--- config.mk ---
export PLATFORM = sky130hd
export DESIGN_NAME = l2pd_check
export DESIGN_NICKNAME = d
export VERILOG_FILES = /design/src/hdl/l2pd_pkg.sv /design/src/hdl/l2pd_guard_if.sv /design/src/hdl/l2pd_check.sv /design/src/hdl/l2pd_guard.sv
export VERILOG_INCLUDE_DIRS = /design/src /design/src/hdl
export SDC_FILE = /design/constraint.sdc
export NUM_CORES = 1
export LEC_CHECK = 0
export ABC_AREA = 1
export BUFFER_PORTS_ARGS = -buffer_cell sky130_fd_sc_hd__buf_2
export CAP_MARGIN = 20
export CORE_MARGIN = 8
export CORE_UTILIZATION = 55
export DETAILED_ROUTE_END_ITERATION = 12
export PLACE_DENSITY = 0.8
export RECOVER_POWER = 50
export SLEW_MARGIN = 20
export SYNTH_ARGS = -nofsm -noshare
export SYNTH_HDL_FRONTEND = slang
export SYNTH_HIERARCHICAL = 1
export SYNTH_SLANG_ARGS = --single-unit
--- constraint.sdc ---
create_clock -name sys_clk -period 6.85 [get_ports sys_clk]
set_input_delay 1.37 -clock sys_clk [delete_from_list [all_inputs] [get_ports sys_clk]]
set_output_delay 1.37 -clock sys_clk [all_outputs]
set_load 0.05 [all_outputs]
--- src/hdl/l2pd_defines.svh ---
/*
 * Offsets, field positions, reset values and masks of the level two
 * descriptor check. Assumes descriptor bit 0 is the most significant bit.
 */
`ifndef L2PD_DEFINES_SVH
`define L2PD_DEFINES_SVH

// Register byte offsets.
`define L2PD_OFS_DESC_FINE 8'h00
`define L2PD_OFS_DESC_STD 8'h04
`define L2PD_OFS_CTRL 8'h08
`define L2PD_OFS_SPACE 8'h0c
`define L2PD_OFS_STATUS 8'h10

// Descriptor fields, written as little-endian bit indices.
`define L2PD_RFN_HI 31
`define L2PD_RFN_LO 12
`define L2PD_PP_HI 11
`define L2PD_PPM 9
`define L2PD_CHG 8
`define L2PD_QUAL_HI 7
`define L2PD_QUAL_LO 4
`define L2PD_SPS 3
`define L2PD_SH 2
`define L2PD_CI 1
`define L2PD_V 0

// Control register fields.
`define L2PD_CTL_PS_HI 1
`define L2PD_CTL_PS_LO 0
`define L2PD_CTL_PCM 2
`define L2PD_CTL_FINE 3

// Status register fields.
`define L2PD_ST_HIT 0
`define L2PD_ST_FAULT 1
`define L2PD_ST_CACHE 2
`define L2PD_ST_SEEN 3

// Reset values.
`define L2PD_RST_DESC 32'h0000_0000
`define L2PD_RST_CTRL 4'h0

// First-level size codes and subpage qualifiers.
`define L2PD_PS_SMALL 2'h0
`define L2PD_PS_512K 2'h1
`define L2PD_PS_8M 2'h3
`define L2PD_Q_PRIV 4'h8
`define L2PD_Q_PROB 4'h4
`define L2PD_Q_BOTH 4'hc

// Effective-address offset masks per page size.
`define L2PD_MASK_4K 32'h0000_0fff
`define L2PD_MASK_16K 32'h0000_3fff
`define L2PD_MASK_512K 32'h0007_ffff
`define L2PD_MASK_8M 32'h007f_ffff

`endif

--- src/hdl/l2pd_pkg.sv ---
/*
 * Types shared by the descriptor check modules.
 * Assumes nothing beyond a SystemVerilog compiler.
 */
package l2pd_pkg;

	// Decoded page size of the entry under check.
	typedef enum logic [2:0] {PG_4K, PG_16K, PG_512K, PG_8M, PG_BAD} l2pd_page_t;

endpackage : l2pd_pkg

--- src/hdl/l2pd_guard_if.sv ---
/*
 * Carrier between the check top and its protection decoder.
 * Assumes both ends sit on the same clock.
 */
interface l2pd_guard_if;
	logic fine;
	logic [1:0] guard;
	logic guard_encoding_sel;
	logic ifetch;
	logic write;
	logic priv;
	logic allow;
	logic reserved;

	modport user (output fine, guard, guard_encoding_sel, ifetch, write, priv, input allow, reserved);
	modport dec (input fine, guard, guard_encoding_sel, ifetch, write, priv, output allow, reserved);
endinterface : l2pd_guard_if

--- src/hdl/l2pd_check.sv ---
/*
 * Level two page descriptor check: decodes the selected descriptor,
 * translates an effective address and grants or faults one access.
 * Assumes the core raises chk_req for one cycle with stable qualifiers
 * and software loads descriptors over the plain register port.
 */
// Decided for this implementation: the placing of the registers and the plain strobed port.
`include "l2pd_defines.svh"

module l2pd_check import l2pd_pkg::*; #(
	parameter int SID_W = 8
) (
	// Clock and reset.
	input wire logic sys_clk,
	input wire logic rst,
	// Register port.
	input wire logic [7:0] reg_addr,
	input wire logic [31:0] reg_wdata,
	input wire logic reg_wr,
	input wire logic reg_rd,
	output logic [31:0] reg_rdata,
	// Access request from the core.
	input wire logic chk_req,
	input wire logic chk_ifetch,
	input wire logic chk_write,
	input wire logic chk_priv,
	input wire logic [31:0] chk_ea,
	// Check answer, one cycle after the request.
	output logic rsp_valid,
	output logic rsp_hit,
	output logic rsp_fault,
	output logic rsp_cacheable,
	output logic [31:0] rsp_pa
);

	// Software-visible state.
	logic [31:0] desc_fine_r;
	logic [31:0] desc_std_r;
	logic [3:0] ctrl_r;
	logic [SID_W-1:0] cur_sid_r;
	logic [SID_W-1:0] ent_sid_r;
	logic seen_r;
	logic [31:0] rdata_r;

	// Answer registers.
	logic valid_r;
	logic hit_r;
	logic fault_r;
	logic cache_r;
	logic [31:0] pa_r;

	// Decode wires.
	wire logic sel_fine;
	wire logic pcm;
	wire logic [1:0] ps;
	wire logic [31:0] desc;
	wire logic [19:0] rfn;
	wire logic [1:0] sub_idx;
	wire logic desc_sps;
	wire logic desc_sh;
	wire logic desc_ci;
	wire logic desc_v;
	wire logic desc_chg;
	wire logic desc_ppm;
	wire logic [3:0] qual;
	wire logic [1:0] fine_guard;
	wire logic [1:0] guard;
	wire logic sub_valid;
	wire logic qual_hit;
	wire logic qual_rsvd;
	wire logic sid_hit;
	wire logic hit;
	wire logic size_bad;
	wire logic wprot;
	wire logic fault;
	wire logic [31:0] mask;
	wire logic [31:0] pa_nxt;
	wire l2pd_page_t pg;

	// Register decode.
	wire logic wr_fine;
	wire logic wr_std;
	wire logic wr_ctrl;
	wire logic wr_space;
	wire logic wr_stat;
	wire logic seen_nxt;
	wire logic [31:0] rd_mux;

	l2pd_guard_if gif ();

	l2pd_guard u_guard (
		.g(gif)
	);

	// Control fields.
	assign sel_fine = ctrl_r[`L2PD_CTL_FINE];
	assign pcm = ctrl_r[`L2PD_CTL_PCM];
	assign ps = ctrl_r[`L2PD_CTL_PS_HI:`L2PD_CTL_PS_LO];

	// The layout select picks which descriptor word is in force.
	assign desc = sel_fine ? desc_fine_r : desc_std_r;
	assign rfn = desc[`L2PD_RFN_HI:`L2PD_RFN_LO];
	assign desc_sps = desc[`L2PD_SPS];
	assign desc_sh = desc[`L2PD_SH];
	assign desc_ci = desc[`L2PD_CI];
	assign desc_v = desc[`L2PD_V];
	assign desc_chg = desc[`L2PD_CHG];
	assign desc_ppm = desc[`L2PD_PPM];
	assign qual = desc[`L2PD_QUAL_HI:`L2PD_QUAL_LO];

	// Address bits 11:10 name the 1K subpage within a 4K page.
	assign sub_idx = chk_ea[11:10];

	// Page size from the first-level field and the big-page flag.
	// A big-page flag at 0 beside a large size field is inconsistent
	// and is refused rather than guessed at.
	assign pg = (ps == `L2PD_PS_SMALL) ? (desc_sps ? PG_16K : PG_4K) :
		(ps == `L2PD_PS_512K && desc_sps) ? PG_512K :
		(ps == `L2PD_PS_8M && desc_sps) ? PG_8M : PG_BAD;
	assign size_bad = (pg == PG_BAD);

	// Frame bits above the page offset come from the descriptor.
	assign mask = (pg == PG_16K) ? `L2PD_MASK_16K :
		(pg == PG_512K) ? `L2PD_MASK_512K :
		(pg == PG_8M) ? `L2PD_MASK_8M : `L2PD_MASK_4K;
	assign pa_nxt = ({rfn, 12'h000} & ~mask) | (chk_ea & mask);

	// Fine layout: one guard per subpage, first subpage in bits 11:10.
	assign fine_guard = (sub_idx == 2'h0) ? desc[11:10] :
		(sub_idx == 2'h1) ? desc[9:8] :
		(sub_idx == 2'h2) ? desc[7:6] : desc[5:4];
	assign guard = sel_fine ? fine_guard : desc[`L2PD_PP_HI:`L2PD_PP_HI-1];

	// Subpage valid flag, the first subpage in the top qualifier bit.
	assign sub_valid = qual[2'h3 - sub_idx];

	// Privilege qualifier used when compare mode is on.
	assign qual_hit = (qual == `L2PD_Q_PRIV && chk_priv) ||
		(qual == `L2PD_Q_PROB && !chk_priv) ||
		(qual == `L2PD_Q_BOTH);
	assign qual_rsvd = qual != `L2PD_Q_PRIV && qual != `L2PD_Q_PROB &&
		qual != `L2PD_Q_BOTH;

	// Space identifier match unless the entry is global.
	assign sid_hit = desc_sh || (ent_sid_r == cur_sid_r);

	// A reserved qualifier still matches so that it surfaces as a fault.
	assign hit = sid_hit && (sel_fine || !pcm || qual_hit || qual_rsvd);

	// Only the standard layout carries a change bit.
	assign wprot = !sel_fine && chk_write && !chk_ifetch && !desc_chg;

	// Hand the selected guard to the decoder.
	assign gif.fine = sel_fine;
	assign gif.guard = guard;
	assign gif.guard_encoding_sel = desc_ppm;
	assign gif.ifetch = chk_ifetch;
	assign gif.write = chk_write && !chk_ifetch;
	assign gif.priv = chk_priv;

	// Any denial on a matching entry is reported as a fault.
	assign fault = hit && (desc_v || size_bad || !gif.allow || gif.reserved ||
		wprot || (!sel_fine && pcm && qual_rsvd) ||
		(!sel_fine && !pcm && !sub_valid));

	// Answer registers load on each request; valid is a single pulse.
	always_ff @(posedge sys_clk or posedge rst) begin
		if (rst) begin
			valid_r <= 1'b0;
			hit_r <= 1'b0;
			fault_r <= 1'b0;
			cache_r <= 1'b0;
			pa_r <= 32'h0000_0000;
		end else begin
			valid_r <= chk_req;
			if (chk_req) begin
				hit_r <= hit;
				fault_r <= fault;
				cache_r <= !desc_ci;
				pa_r <= pa_nxt;
			end
		end
	end

	assign rsp_valid = valid_r;
	assign rsp_hit = hit_r;
	assign rsp_fault = fault_r;
	assign rsp_cacheable = cache_r;
	assign rsp_pa = pa_r;

	// Write strobes per register.
	assign wr_fine = reg_wr && reg_addr == `L2PD_OFS_DESC_FINE;
	assign wr_std = reg_wr && reg_addr == `L2PD_OFS_DESC_STD;
	assign wr_ctrl = reg_wr && reg_addr == `L2PD_OFS_CTRL;
	assign wr_space = reg_wr && reg_addr == `L2PD_OFS_SPACE;
	assign wr_stat = reg_wr && reg_addr == `L2PD_OFS_STATUS;

	// Sticky fault flag: a new fault beats a clear in the same cycle.
	assign seen_nxt = (chk_req && fault) ||
		(seen_r && !(wr_stat && reg_wdata[`L2PD_ST_SEEN]));

	// Read selection; unmapped offsets read as zero.
	assign rd_mux = (reg_addr == `L2PD_OFS_DESC_FINE) ? desc_fine_r :
		(reg_addr == `L2PD_OFS_DESC_STD) ? desc_std_r :
		(reg_addr == `L2PD_OFS_CTRL) ? {28'h000_0000, ctrl_r} :
		(reg_addr == `L2PD_OFS_SPACE) ?
			32'({ent_sid_r, 8'h00, cur_sid_r}) :
		(reg_addr == `L2PD_OFS_STATUS) ?
			{28'h000_0000, seen_r, cache_r, fault_r, hit_r} :
		32'h0000_0000;

	// Software registers.
	always_ff @(posedge sys_clk or posedge rst) begin
		if (rst) begin
			desc_fine_r <= `L2PD_RST_DESC;
			desc_std_r <= `L2PD_RST_DESC;
			ctrl_r <= `L2PD_RST_CTRL;
			cur_sid_r <= '0;
			ent_sid_r <= '0;
			seen_r <= 1'b0;
		end else begin
			if (wr_fine)
				desc_fine_r <= reg_wdata;
			if (wr_std)
				desc_std_r <= reg_wdata;
			if (wr_ctrl)
				ctrl_r <= reg_wdata[3:0];
			if (wr_space) begin
				cur_sid_r <= reg_wdata[SID_W-1:0];
				ent_sid_r <= reg_wdata[16+SID_W-1:16];
			end
			seen_r <= seen_nxt;
		end
	end

	// Read data stand only in the cycle after the strobe.
	always_ff @(posedge sys_clk or posedge rst) begin
		if (rst)
			rdata_r <= 32'h0000_0000;
		else
			rdata_r <= reg_rd ? rd_mux : 32'h0000_0000;
	end

	assign reg_rdata = rdata_r;
endmodule : l2pd_check

--- src/hdl/l2pd_guard.sv ---
/*
 * Combinational decoder of a two-bit protection field into a grant.
 * Assumes the caller has already picked the field for the access.
 */
module l2pd_guard import l2pd_pkg::*; (
	// Decode request and answer.
	l2pd_guard_if.dec g
);
	wire logic [1:0] c;
	wire logic rd_ok;
	wire logic fine_allow;
	wire logic ext_allow;
	wire logic ppc_allow;

	assign c = g.guard;
	assign rd_ok = !g.write;

	// Subpage fields: 00 denies all, 01 is privileged only, 10 and 11 open up problem state.
	assign fine_allow = g.ifetch ?
		(c == 2'h1 ? g.priv : c[1]) :
		(c == 2'h1 ? g.priv :
		 c == 2'h2 ? (g.priv || rd_ok) :
		 c == 2'h3);

	// Extended coding grants privileged execute or read only on 01.
	assign ext_allow = (c == 2'h1) && g.priv && (g.ifetch || rd_ok);

	// Standard coding.
	assign ppc_allow = g.ifetch ?
		(c == 2'h0 ? g.priv : 1'b1) :
		(c == 2'h0 ? (g.priv && rd_ok) :
		 c == 2'h1 ? (g.priv || rd_ok) :
		 c == 2'h2 ? 1'b1 : rd_ok);

	// The layout and mode bit choose the table in force.
	assign g.allow = g.fine ? fine_allow : (g.guard_encoding_sel ? ext_allow : ppc_allow);
	assign g.reserved = !g.fine && g.guard_encoding_sel && c[1];
endmodule : l2pd_guard

After elaboration in Yosys (flattened, before gate mapping) --
Cells that the tools add are included.
Storage, ports and cells: bits in registers 153, output and inout port bits 68, word-level logic and storage cells 129
Cells by class: add/sub/neg operators 1, $lt $le $gt $ge 1, eq/ne operators 22, mux-type cells 31, bitwise gates (word level) 4, reduce and logical (&&, ||, !) cells 58
Operators with widths (count):
- 32-bit 2-to-1 mux | 4
- 23-bit 2-to-1 mux | 3
- 24-bit 2-to-1 mux | 2
- 32-bit by 23-bit bitwise AND with 32-bit output | 1
- 32-bit bitwise AND | 1
- 23-bit inverter with 32-bit output | 1
- 32-bit OR | 1
- 1-bit logical AND | 29
- 8-bit by 4-bit equality test with 1-bit output, second input constant | 2
- 1-bit logical OR | 15
- 1-bit 2-to-1 mux | 13
- 1-bit logical NOT | 10
- 3-bit 2-to-1 mux | 3
- 2-bit equality test, second input constant | 4
- 4-bit equality test, second input constant | 2
- 8-bit by 3-bit equality test with 1-bit output, second input constant | 1
- 8-bit by 5-bit equality test with 1-bit output, second input constant | 1
- 8-bit equality test | 1
- 8-bit logical NOT | 1
- 2-bit 2-to-1 mux | 4
- 4-bit != test, second input constant | 2
- 2-bit by 1-bit equality test with 1-bit output, second input constant | 3
- 3-bit by 2-bit equality test with 1-bit output, second input constant | 2
- 2-bit logical NOT | 3
- 8 further kinds | 8

Logic depth before layout (Yosys ltp) --
Gate-level depths: netlist of run 1.
depth after elaboration 21, gate-level depth with buffers 22, gate-level depth less buffers 22

Cells and area by module --
Netlist of run 1, hierarchy kept.
By module, submodules not included:
- l2pd_check | instances 1, cells each 818, area each 6990.5 um^2
- l2pd_guard | instances 1, cells each 23, area each 93.8 um^2

Least setup slack after synthesis of run 1 --
No wires, ideal clock.
path kind input to register, start in chk_ea[11], end reg seen_r, library setup time 0.120 ns, arrival time 2.741 ns, data required time 6.730 ns, setup slack 3.989 ns, stages on the path 20, path buffers 0, cells stage by stage nor2_1 > o21ai_0 > nand4_1 > o21ai_0 > inv_1 > nand2_1 > nor2_1 > nand2_1 > nand2_1 > nand3_1 > nand2_1 > inv_1 > nor2_1 > nand2_1 > nor2_1 > nand2_1 > nor2_1 > nand3_1 > nand3_1 > nand2_1
On the way: word-level cells in the longest chain between the ends 21, elaborated cells on any way between the ends 39
RTL lines:
- from (decl) | line l2pd_check.sv:27 | input wire logic [31:0] chk_ea,
- 2-bit equality test | line l2pd_check.sv:131 | (sub_idx == 2'h2) ? desc[7:6] : desc[5:4];
- 2-bit 2-to-1 mux | line l2pd_check.sv:131
- 2-bit 2-to-1 mux | line l2pd_check.sv:130 | (sub_idx == 2'h1) ? desc[9:8] :
- 2-bit 2-to-1 mux (*) | line l2pd_check.sv:129 | assign fine_guard = (sub_idx == 2'h0) ? desc[11:10] :
- 2-bit 2-to-1 mux (*) | line l2pd_check.sv:132 | assign guard = sel_fine ? fine_guard : desc[`L2PD_PP_HI:`L2PD_PP_HI-1];
- via gif.guard[0] | line l2pd_guard_if.sv:7 | logic [1:0] guard;
- 2-bit equality test | line l2pd_guard.sv:22, l2pd_guard.sv:33
- 1-bit 2-to-1 mux | line l2pd_guard.sv:33 | c == 2'h2 ? 1'b1 : rd_ok);
- [... 5 more ...]
- via gif.allow | line l2pd_guard_if.sv:12 | logic allow;
- 1-bit logical NOT (*) | line l2pd_check.sv:162 | assign fault = hit && (desc_v || size_bad || !gif.allow || gif.reserved ||
- 1-bit logical OR (*) (3 in series) | line l2pd_check.sv:162
- 1-bit logical OR (*) (2 in series) | line l2pd_check.sv:163 | wprot || (!sel_fine && pcm && qual_rsvd) ||
- 1-bit logical AND (*) | line l2pd_check.sv:162
- 1-bit logical AND (*) | line l2pd_check.sv:199 | assign seen_nxt = (chk_req && fault) ||
- 1-bit logical OR (*) | line l2pd_check.sv:199
- via seen_nxt | line l2pd_check.sv:86 | wire logic seen_nxt;
- to (signal assigned) | line l2pd_check.sv:232 | seen_r <= seen_nxt;
- to (decl) | line l2pd_check.sv:42 | logic seen_r;
The timed path passes the listed nets; every way through them passes the cells marked *. The select of a mux whose other input is x is not followed. A chain may end at the register's enable or synchronous reset.

Final worst setup path of run 1 --
start in reg_addr[7], end reg desc_std_r[25]
On the way: word-level cells in the longest chain between the ends 2
RTL lines:
- from (decl) | line l2pd_check.sv:17 | input wire logic [7:0] reg_addr,
- 8-bit by 3-bit equality test with 1-bit output (no line)
- 1-bit logical AND (no line)
- to (signal assigned) | line l2pd_check.sv:216 | desc_std_r <= `L2PD_RST_DESC;
- to (signal assigned) | line l2pd_check.sv:225 | desc_std_r <= reg_wdata;
- to (decl) | line l2pd_check.sv:38 | logic [31:0] desc_std_r;
No other way between the ends.

==> results.md, run 1 <==
- Worst Hold Slack: 472 ps
- Crit. End Element: register
- Setup Fix Bufs, Post-CTS: 0
- Static Leak: 4.18 nW
- DP Wirelength: 12,100 microns
- First-pass GRT wire length: 29,000 microns
- Nets@finish: 1,043
- Reg2Reg Capture Point: seen_r
- Critical Path RT: 7170 ps
- Detail Route Antenna Nets: 0
- Antenna cell count: 0
- Die width: 129 microns
- IO Pins: 148
- RSZ-0062 raised after global routing: false
- Die area: 0.0168 sq mm
- Skew-Pair Late Insertion Delay: 420 ps
- Number of synthesized register bits: 153
- Worst-path maximum fanout: 64
- Clock-pin slew on the worst setup and hold paths: 60 ps
- Input/output buffers: 138
- Gr usage total: 0.224
- CTS buffer count: 17
- Initial Util: 0.561
- Achievable frequency: 230 MHz
- Syn Inst Count: 841
- Syn_nets: 921
- P&R area growth vs syn: 16.6%
- Final hold vios: 0
- Total length of routed wires: 18,500 microns
- Post-Syn Area: 0.00708 sq mm
- Vias in the first global route: 5,744
- Hold Path Depth: 2
- Fillcell total: 1,132
- 1st-pass router iterations: 5
- Syn_area_per_cell: 8.42 sq um
- Synth warn: 6
- Worst R2R Start: ctrl_r[3]
- Worst Hold Class: reg2reg
- Post-synthesis cell type count: 32
- CP Launch Point: reg_addr[7]
- Layout cell share with drive strength beyond 1: 0.168
- Crit path to: desc_std_r[25]
- Post-CTS sizing: 0
- Antenna violations before repair: 0
- Drt drc: 0
- Overflow after GRT: 0
- Largest net degree at the start of global routing: 97
- Core Footprint: 0.0126 sq mm
- Hold buffer count at cts: 0
- R2r setup slk: 3930 ps
- Drt wl/cell: 16.1 microns
- Fin crit period: 4350 ps
- GP Congestion: 0.855
- Most common cell after layout, fill and taps aside: nand2_1
- CP Class: in2reg
- Area used by multi-input combinational logic: 0.00275 sq mm
- FF-to-FF path depth: 18
- Worst endpoint data arrival time: 4660 ps
- Seq/Total Area, Yosys: 0.540
- Chip Height: 129 microns
- Vias per inst: 5.36
- H-tree Lvls: 4
- 1st-iter DRT viols: 552
- Max-cap violations: 3
- Final Cycle Share: 0.635
- Worst-margin pin slew: 4130 ps
- Cell row count: 41
- Vias: 6,145
- Final setup viols: 0
- Skew final: 5.55 ps
- Most frequent cells in the layout: nand2_1, dfrtp_1, buf_2, inv_1
- CTS tree: done
- Register area: 0.00383 sq mm
- Startpoint types: input pin
- Final Util: 0.655
- Slew headroom: -1.77
- Final Slew Violations: 174
- Root Buffer: clkbuf_16
- Failing checks: max-capacitance violations, max-slew violations
- VDD IR-drop max: 0.186 mV
- Clock Tree Buf Depth: 2
- Status: finished with violations
- Sum Neg Setup Slack: 0 ps
- PD cells: 258 mW/mm^2
- CTS Sinks: 153
-- Yosys cell counts (all sizes together) --
master	number	share of area
clkbuf	16	0.0085
and2	1	0.00088
buf	21	0.024
a41oi	1	0.0012
o21ai	134	0.12
o211ai	4	0.0042
a21oi	33	0.023
or2	1	0.00088
clkinv	1	0.0012
inv	72	0.038
nand3	26	0.018
a31oi	8	0.0071
nand3b	2	0.0021
mux2i	1	0.0014
a22o	1	0.0012
a22oi	2	0.0021
nor3	4	0.0060
dfrtp	153	0.54
nor2	48	0.028
nand4	2	0.0018
xnor2	7	0.0087
nand2	303	0.16
-- cell families after synthesis --
logic type	Yosys count	share of synthesized area
muxes	1	0.00141
xor gates and xnor gates	7	0.00865
DFF	153	0.540
buffers and inverters	110	0.0715
AOI/OAI and AO/OA	183	0.156
and+or+nand+nor	387	0.222
-- routing by layer --
| metal | global-route usage | vias to the layer above | share of wire |
|---|---|---|---|
| met5 | 0 | - | 0 |
| met4 | 0.0888 | 0 | 0.018 |
| met3 | 0.0497 | 35 | 0.090 |
| met2 | 0.350 | 294 | 0.46 |
| met1 | 0.298 | 2866 | 0.43 |
| li1 | - | 2950 | - |
-- worst min path at each step --
stage / from / to / slack (ps)
floorplan: desc_std_r[20] / desc_std_r[20] / 450
global placement: rsp_pa[1] / rsp_pa[1] / 450
detailed placement: rsp_pa[9] / rsp_pa[9] / 450
CTS: rsp_pa[9] / rsp_pa[9] / 470
global route: rsp_pa[9] / rsp_pa[9] / 500
finish: rsp_pa[3] / rsp_pa[3] / 470
-- sequential cells by signal (all words and copies together) (netlist names) --
name           count
ctrl_r             4
desc_std_r        32
rsp_valid          1
seen_r             1
cur_sid_r          8
ent_sid_r          8
rsp_pa            32
reg_rdata         32
rsp_fault          1
desc_fine_r       32
rsp_hit            1
rsp_cacheable      1
-- where the power goes --
group          internal (mW)  switching (mW)
clock network          0.525           0.362
logic                 0.0673           0.197
registers              0.949          0.0321
-- final cells by class --
class / instances / share of cell area
Clock inverter: 11 / 0.0118
Clock buffer: 20 / 0.0565
Inverter: 73 / 0.0339
Sequential cell: 153 / 0.463
Timing Repair Buffer: 140 / 0.0759
Tap cell: 172 / 0.0260
Multi-Input combinational cell: 578 / 0.332
-- worst max-delay path, cell delays in order --
cell and delay, ps:
buf_2 100, nor2_1 140, nand3_1 140, nor2_1 1570
nand2_4 910, o21ai_0 400
-- stage by stage --
step,area [sq um],worst slack [ps],total power [mW],std cells
floorplan,7080,1360,1.18,841
global placement,7780,3120,1.26,1116
detailed placement,7780,3030,1.26,1116
CTS,8350,3470,2.15,1147
global route,8260,1850,2.21,1147
finish,8260,2500,2.13,1147
Note: power is estimated with default switching activity, not from simulation.
==> run 2: changes to the inputs <==
ABC_AREA = 0   (was 1)
clock period = 4.1 ns   (was 6.85 ns; I/O delays follow)
==> run 2 against run 1 <==
Effect of this change:
- the run still ends with max-capacitance violations, max-slew violations left
- routed wire length decreased by 9.6%
- critical path depth is 5 higher
- clock skew is essentially flat
- first-iteration DRC count decreased by 39%
==> results.md, run 2 <==
- P&R area growth vs syn: 20.4%
- Cell row count: 41
- Area leader, netlist: dfrtp_1
- Hold buffer count at cts: 0
- Most common cell after layout, fill and taps aside: dfrtp_1
- Vias per inst: 5.69
- VDD IR-drop max: 0.286 mV
- Fin crit period: 3140 ps
- Root Buffer: clkbuf_16
- Synth warn: 6
- Worst Hold Class: reg2reg
- Setup Fix Bufs, Post-CTS: 0
- Startpoint types: register
- Dpl cells: 825
- Vias in the first global route: 5,344
- 1st-iter DRT viols: 338
- Skew-Pair Late Insertion Delay: 420 ps
- Dpl cell area: 0.00770 sq mm
- Antenna cell count: 0
- Finished Layout Cells: 855
- Detail Route Antenna Nets: 0
- Post-Syn Area: 0.00687 sq mm
- Post-CTS sizing: 0
- Syn Inst Count: 539
- Initial Util: 0.553
- Final Slew Violations: 84
- Worst-path maximum fanout: 5
- Core Footprint: 0.0124 sq mm
- Final Util: 0.666
- IO Pins: 148
- 1st-pass router iterations: 7
- Crit. End Element: register
- Slew headroom: -0.632
- Clock Tree Buf Depth: 2
- Seq/Total Area, Yosys: 0.557
- Achievable frequency: 318 MHz
- Number of flops mapped to enable cells by yosys: 0
- Commonest register cell after synthesis: dfrtp_1
- Largest net degree at the start of global routing: 93
- CTS Sinks: 153
- Vias: 4,861
- CTS buffer count: 17
- GP Congestion: 0.814
- Final setup viols: 0
- Asr flop ratio synth: 1.00
- CP Class: reg2reg
- CTS tree: done
- Max-cap violations: 2
- Worst endpoint data arrival time: 3340 ps
- H-tree Lvls: 4
- R2r setup slk: 960 ps
- Chip Height: 128 microns
- Nets@finish: 752
- Share of the synthesized area in the top cell type: 0.557
- Drt wl/cell: 19.6 microns
- Static Leak: 4.11 nW
- PD cells: 439 mW/mm^2
- Commonest cells in the synthesized netlist: dfrtp_1, mux2_1, nor2_1
- Number of synthesized register bits: 153
- Input/output buffers: 138
- Post-synthesis cell type count: 45
- Worst-margin pin slew: 2450 ps
- Drt drc: 0
- Skew final: 5.50 ps
- Final hold vios: 0
- Design Area, Final: 0.00827 sq mm
- Total length of routed wires: 16,700 microns
- RSZ-0062 raised after global routing: false
- Clock-pin slew on the worst setup and hold paths: 60 ps
- Status: finished with violations
- Sum Neg Setup Slack: 0 ps
- Most frequent cells in the layout: dfrtp_1, buf_2, mux2_1, nor2_1, mux2_2
- Antenna violations before repair: 0
- Overflow after GRT: 0
- Ranking of synthesized cells by area: dfrtp_1, mux2_1, mux2_2
- Layout cell share with drive strength beyond 1: 0.328
- Failing checks: max-capacitance violations, max-slew violations
- Die width: 128 microns
- Gr usage total: 0.213
- Final Cycle Share: 0.766
- Die area: 0.0163 sq mm
- Syn_area_per_cell: 12.7 sq um
- Critical Path RT: 4300 ps
- Top-count cell post-synth: dfrtp_1
- DP Wirelength: 11,400 microns
- Syn_nets: 619
- First-pass GRT wire length: 26,900 microns
run 2: changes by cell type after synthesis, sizes merged, moves of 5 or more:
cell,previous run,this run
a22oi,2,16
a31oi,8,1
buf,21,16
inv,72,4
mux2,0,111
mux2i,1,39
nand2,303,12
nand2b,0,7
nand3,26,3
nor2,48,55
nor2b,0,22
o21ai,134,8
run 2: layout make-up:
class	instances	area, sq um
Timing Repair Buffer	143	722
Fill cell	932	4140
Inverter	4	16.3
Sequential cell	153	3830
Clock buffer	21	470
Tap cell	172	215
Clock inverter	9	123
Multi-Input combinational cell	353	2900
run 2: stage by stage:
| stage | hold WS, ps | setup slack (ps) | power, mW |
|---|---|---|---|
| floorplan | 464 | 947 | 1.95 |
| global placement | 485 | 779 | 2.07 |
| detailed placement | 491 | 696 | 2.09 |
| CTS | 485 | 1030 | 3.66 |
| global route | 528 | 483 | 3.76 |
| finish | 502 | 960 | 3.63 |
run 2: logic make-up after synthesis:
group / share of synthesized area
xor gates and xnor gates: 0.0102
and+or+nand+nor: 0.0911
DFF: 0.557
buffers and inverters: 0.0224
muxes: 0.251
AOI/OAI and AO/OA: 0.0683
run 2: worst paths after layout:
| kind | from | endpoint | cells past startpoint |
|---|---|---|---|
| worst max-delay path | ctrl_r[3] | rsp_fault | 11 |
| min in group asynchronous | rst | rsp_pa[31] | 2 |
| worst min-delay path | rsp_pa[11] | rsp_pa[11] | 1 |
| max in group asynchronous | rst | ctrl_r[3] | 3 |
| worst max register to register | ctrl_r[3] | rsp_fault | 11 |
| worst min register to register | rsp_pa[11] | rsp_pa[11] | 1 |
run 2: where the power goes:
part | switching, mW | leakage, nW | internal [mW]
clock | 0.579 | 0.294 | 0.992
combinational | 0.277 | 1.75 | 0.149
sequential | 0.0535 | 2.06 | 1.58
run 2: metal layers:
| layer | GRT usage | vias up | wire length, microns |
|---|---|---|---|
| met5 | 0 | - | 0 |
| met4 | 0.0965 | 0 | 332 |
| met3 | 0.0753 | 31 | 1280 |
| met2 | 0.350 | 197 | 8410 |
| met1 | 0.246 | 2452 | 6720 |
| li1 | - | 2181 | - |
run 2: worst max-delay path: stages, from the launching register on:
cell and delay [ps]:
dfrtp_2 350, mux2_2 380, mux4_2 450, mux2_2 310, a21oi_1 160, o211ai_2 90, nand4_1 120, nand2b_1 70
a2111oi_0 350, o2111ai_1 170, o2111ai_1 330, o21ai_0 140
==> run 3: changes to the inputs <==
ABC_AREA = 1   (was 0)
clock period = 2.9 ns   (was 4.1 ns; I/O delays follow)
==> run 3 against run 2 <==
Effect of this change:
- the flow still finishes with violations (max-capacitance violations, max-slew violations)
- core utilization grew 0.78 points
- via count rose by 28%
- die area grew 2.7%
- sequential power increased by 41%
- hold slack worse by 250 ps
- sequential share of layout area is 1.3 points lower
- global-route usage up 2.5 points
- first-iteration DRC count grew 83%
- count of clock-buffer cells in the layout up 1
- flip-flop and latch count stayed put
- routed wire length is 14% higher
- highest routed layer unchanged
==> results.md, run 3 (synthesized netlist as in run 1, its figures left out) <==
- Chip Height: 129 microns
- CTS tree: done
- Failing checks: max-capacitance violations, max-slew violations
- VDD IR-drop max: 0.423 mV
- Clock-pin slew on the worst setup and hold paths: 60 ps
- Core Footprint: 0.0126 sq mm
- Vias in the first global route: 6,129
- DP Wirelength: 13,000 microns
- CTS buffer count: 17
- Worst-margin pin slew: 1580 ps
- H-tree Lvls: 4
- Achievable frequency: 373 MHz
- Worst Hold Class: in2async
- Antenna violations before repair: 0
- Seq pwr share: 0.436
- P&R area growth vs syn: 20.1%
- Gr usage total: 0.238
- Max-cap violations: 1
- PD cells: 625 mW/mm^2
- Fillcell total: 1,031
- Sum Neg Setup Slack: 0 ps
- Cell row count: 41
- Startpoint types: input pin
- Worst-path maximum fanout: 25
- Fin crit period: 2680 ps
- Die area: 0.0168 sq mm
- Antenna cell count: 0
- Switching part of the total power: 0.266
- PnR worst setup slack: 220 ps
- Setup Fix Bufs, Post-CTS: 0
- Pre-CTS setup slack: 395 ps
- Vias: 6,236
- Layout cell share with drive strength beyond 1: 0.234
- Drt drc: 0
- 1st-pass router iterations: 5
- Net switching power figure: 1.42 mW
- Vias per inst: 5.38
- Skew-Pair Late Insertion Delay: 430 ps
- Total length of routed wires: 19,000 microns
- Final Cycle Share: 0.924
- Root Buffer: clkbuf_16
- FF-to-FF path depth: 22
- Final setup viols: 0
- Initial Util: 0.561
- Input/output buffers: 138
- Nets@finish: 1,054
- Die width: 129 microns
- CP Class: in2reg
- Gate power share: 0.121
- Overflow after GRT: 0
- Most frequent cells in the layout: nand2_1, dfrtp_1, buf_2, inv_1, o21ai_0
- Clock Tree Buf Depth: 2
- Worst endpoint data arrival time: 3050 ps
- Internal Pwr Total: 3.90 mW
- Overall power: 5.32 mW
- Most common cell after layout, fill and taps aside: nand2_1
- Clk network pwr share: 0.443
- Critical Path RT: 3270 ps
- Crit. End Element: register
- Status: finished with violations
- Detail Route Antenna Nets: 0
- Slew headroom: -0.0561
- RSZ-0062 raised after global routing: false
- Final Slew Violations: 37
- Largest net degree at the start of global routing: 56
- Worst R2R Start: ctrl_r[3]
- Static Leak: 4.50 nW
- Skew final: 7.78 ps
- Final hold vios: 0
- 1st-iter DRT viols: 617
- IO Pins: 148
- R2r setup slk: 420 ps
- Reg2Reg Capture Point: rsp_fault
- CTS Sinks: 153
- Drt wl/cell: 16.4 microns
- Hold buffer count at cts: 0
- First-pass GRT wire length: 30,700 microns
- Post-CTS sizing: 0
- GP Congestion: 0.839
## run 3: power groups by stage
stage	sequential [mW]	combinational [mW]	clock [mW]
after floorplan	2.51	0.271	0
after global placement	2.35	0.640	0
after detailed placement	2.35	0.650	0
after CTS	2.32	0.656	2.38
after global routing	2.33	0.706	2.46
final	2.32	0.644	2.36
## run 3: worst max-delay path by stage
stage / start / endpoint / depth (start not counted)
global route: ctrl_r[3] / seen_r / 22
global placement: chk_ea[11] / rsp_fault / 21
floorplan: rst / ctrl_r[0] / 1
detailed placement: chk_ea[11] / seen_r / 21
finish: chk_req / rsp_pa[13] / 6
CTS: ctrl_r[3] / seen_r / 22
## run 3: metrics by stage
step           utilization  instances  hold WS (ps)  instance area, sq um
2_1_floorplan            -        841           453                  7090
3_3_place_gp         0.628       1127           448                  7930
3_5_place_dp         0.628       1127           458                  7930
4_1_cts              0.678       1159           160                  8560
5_1_grt              0.674       1159           287                  8510
6_report             0.674       1159           249                  8510
## run 3: final cells by class
type | count | area [sq um] | area share
timing repair buffer | 151 | 808 | 0.0950
tap | 172 | 215 | 0.0253
inverter | 73 | 280 | 0.0329
clock buffer | 22 | 464 | 0.0546
sequential | 153 | 3830 | 0.450
clock inverter | 10 | 165 | 0.0194
multi-input combinational | 578 | 2750 | 0.323
## run 3: worst max-delay path, cell delays in order
cell and delay, ps:
clkbuf_1 840, inv_1 780, clkbuf_2 440, a31oi_1 200, o21ai_0 110, nand2_1 80
## run 3: per-layer routing
metal	GRT usage	vias up	wire length [microns]
met1	0.309	2945	7970
met2	0.370	281	8700
met3	0.0616	42	1820
met5	0	-	0
met4	0.100	0	511
li1	-	2968	-
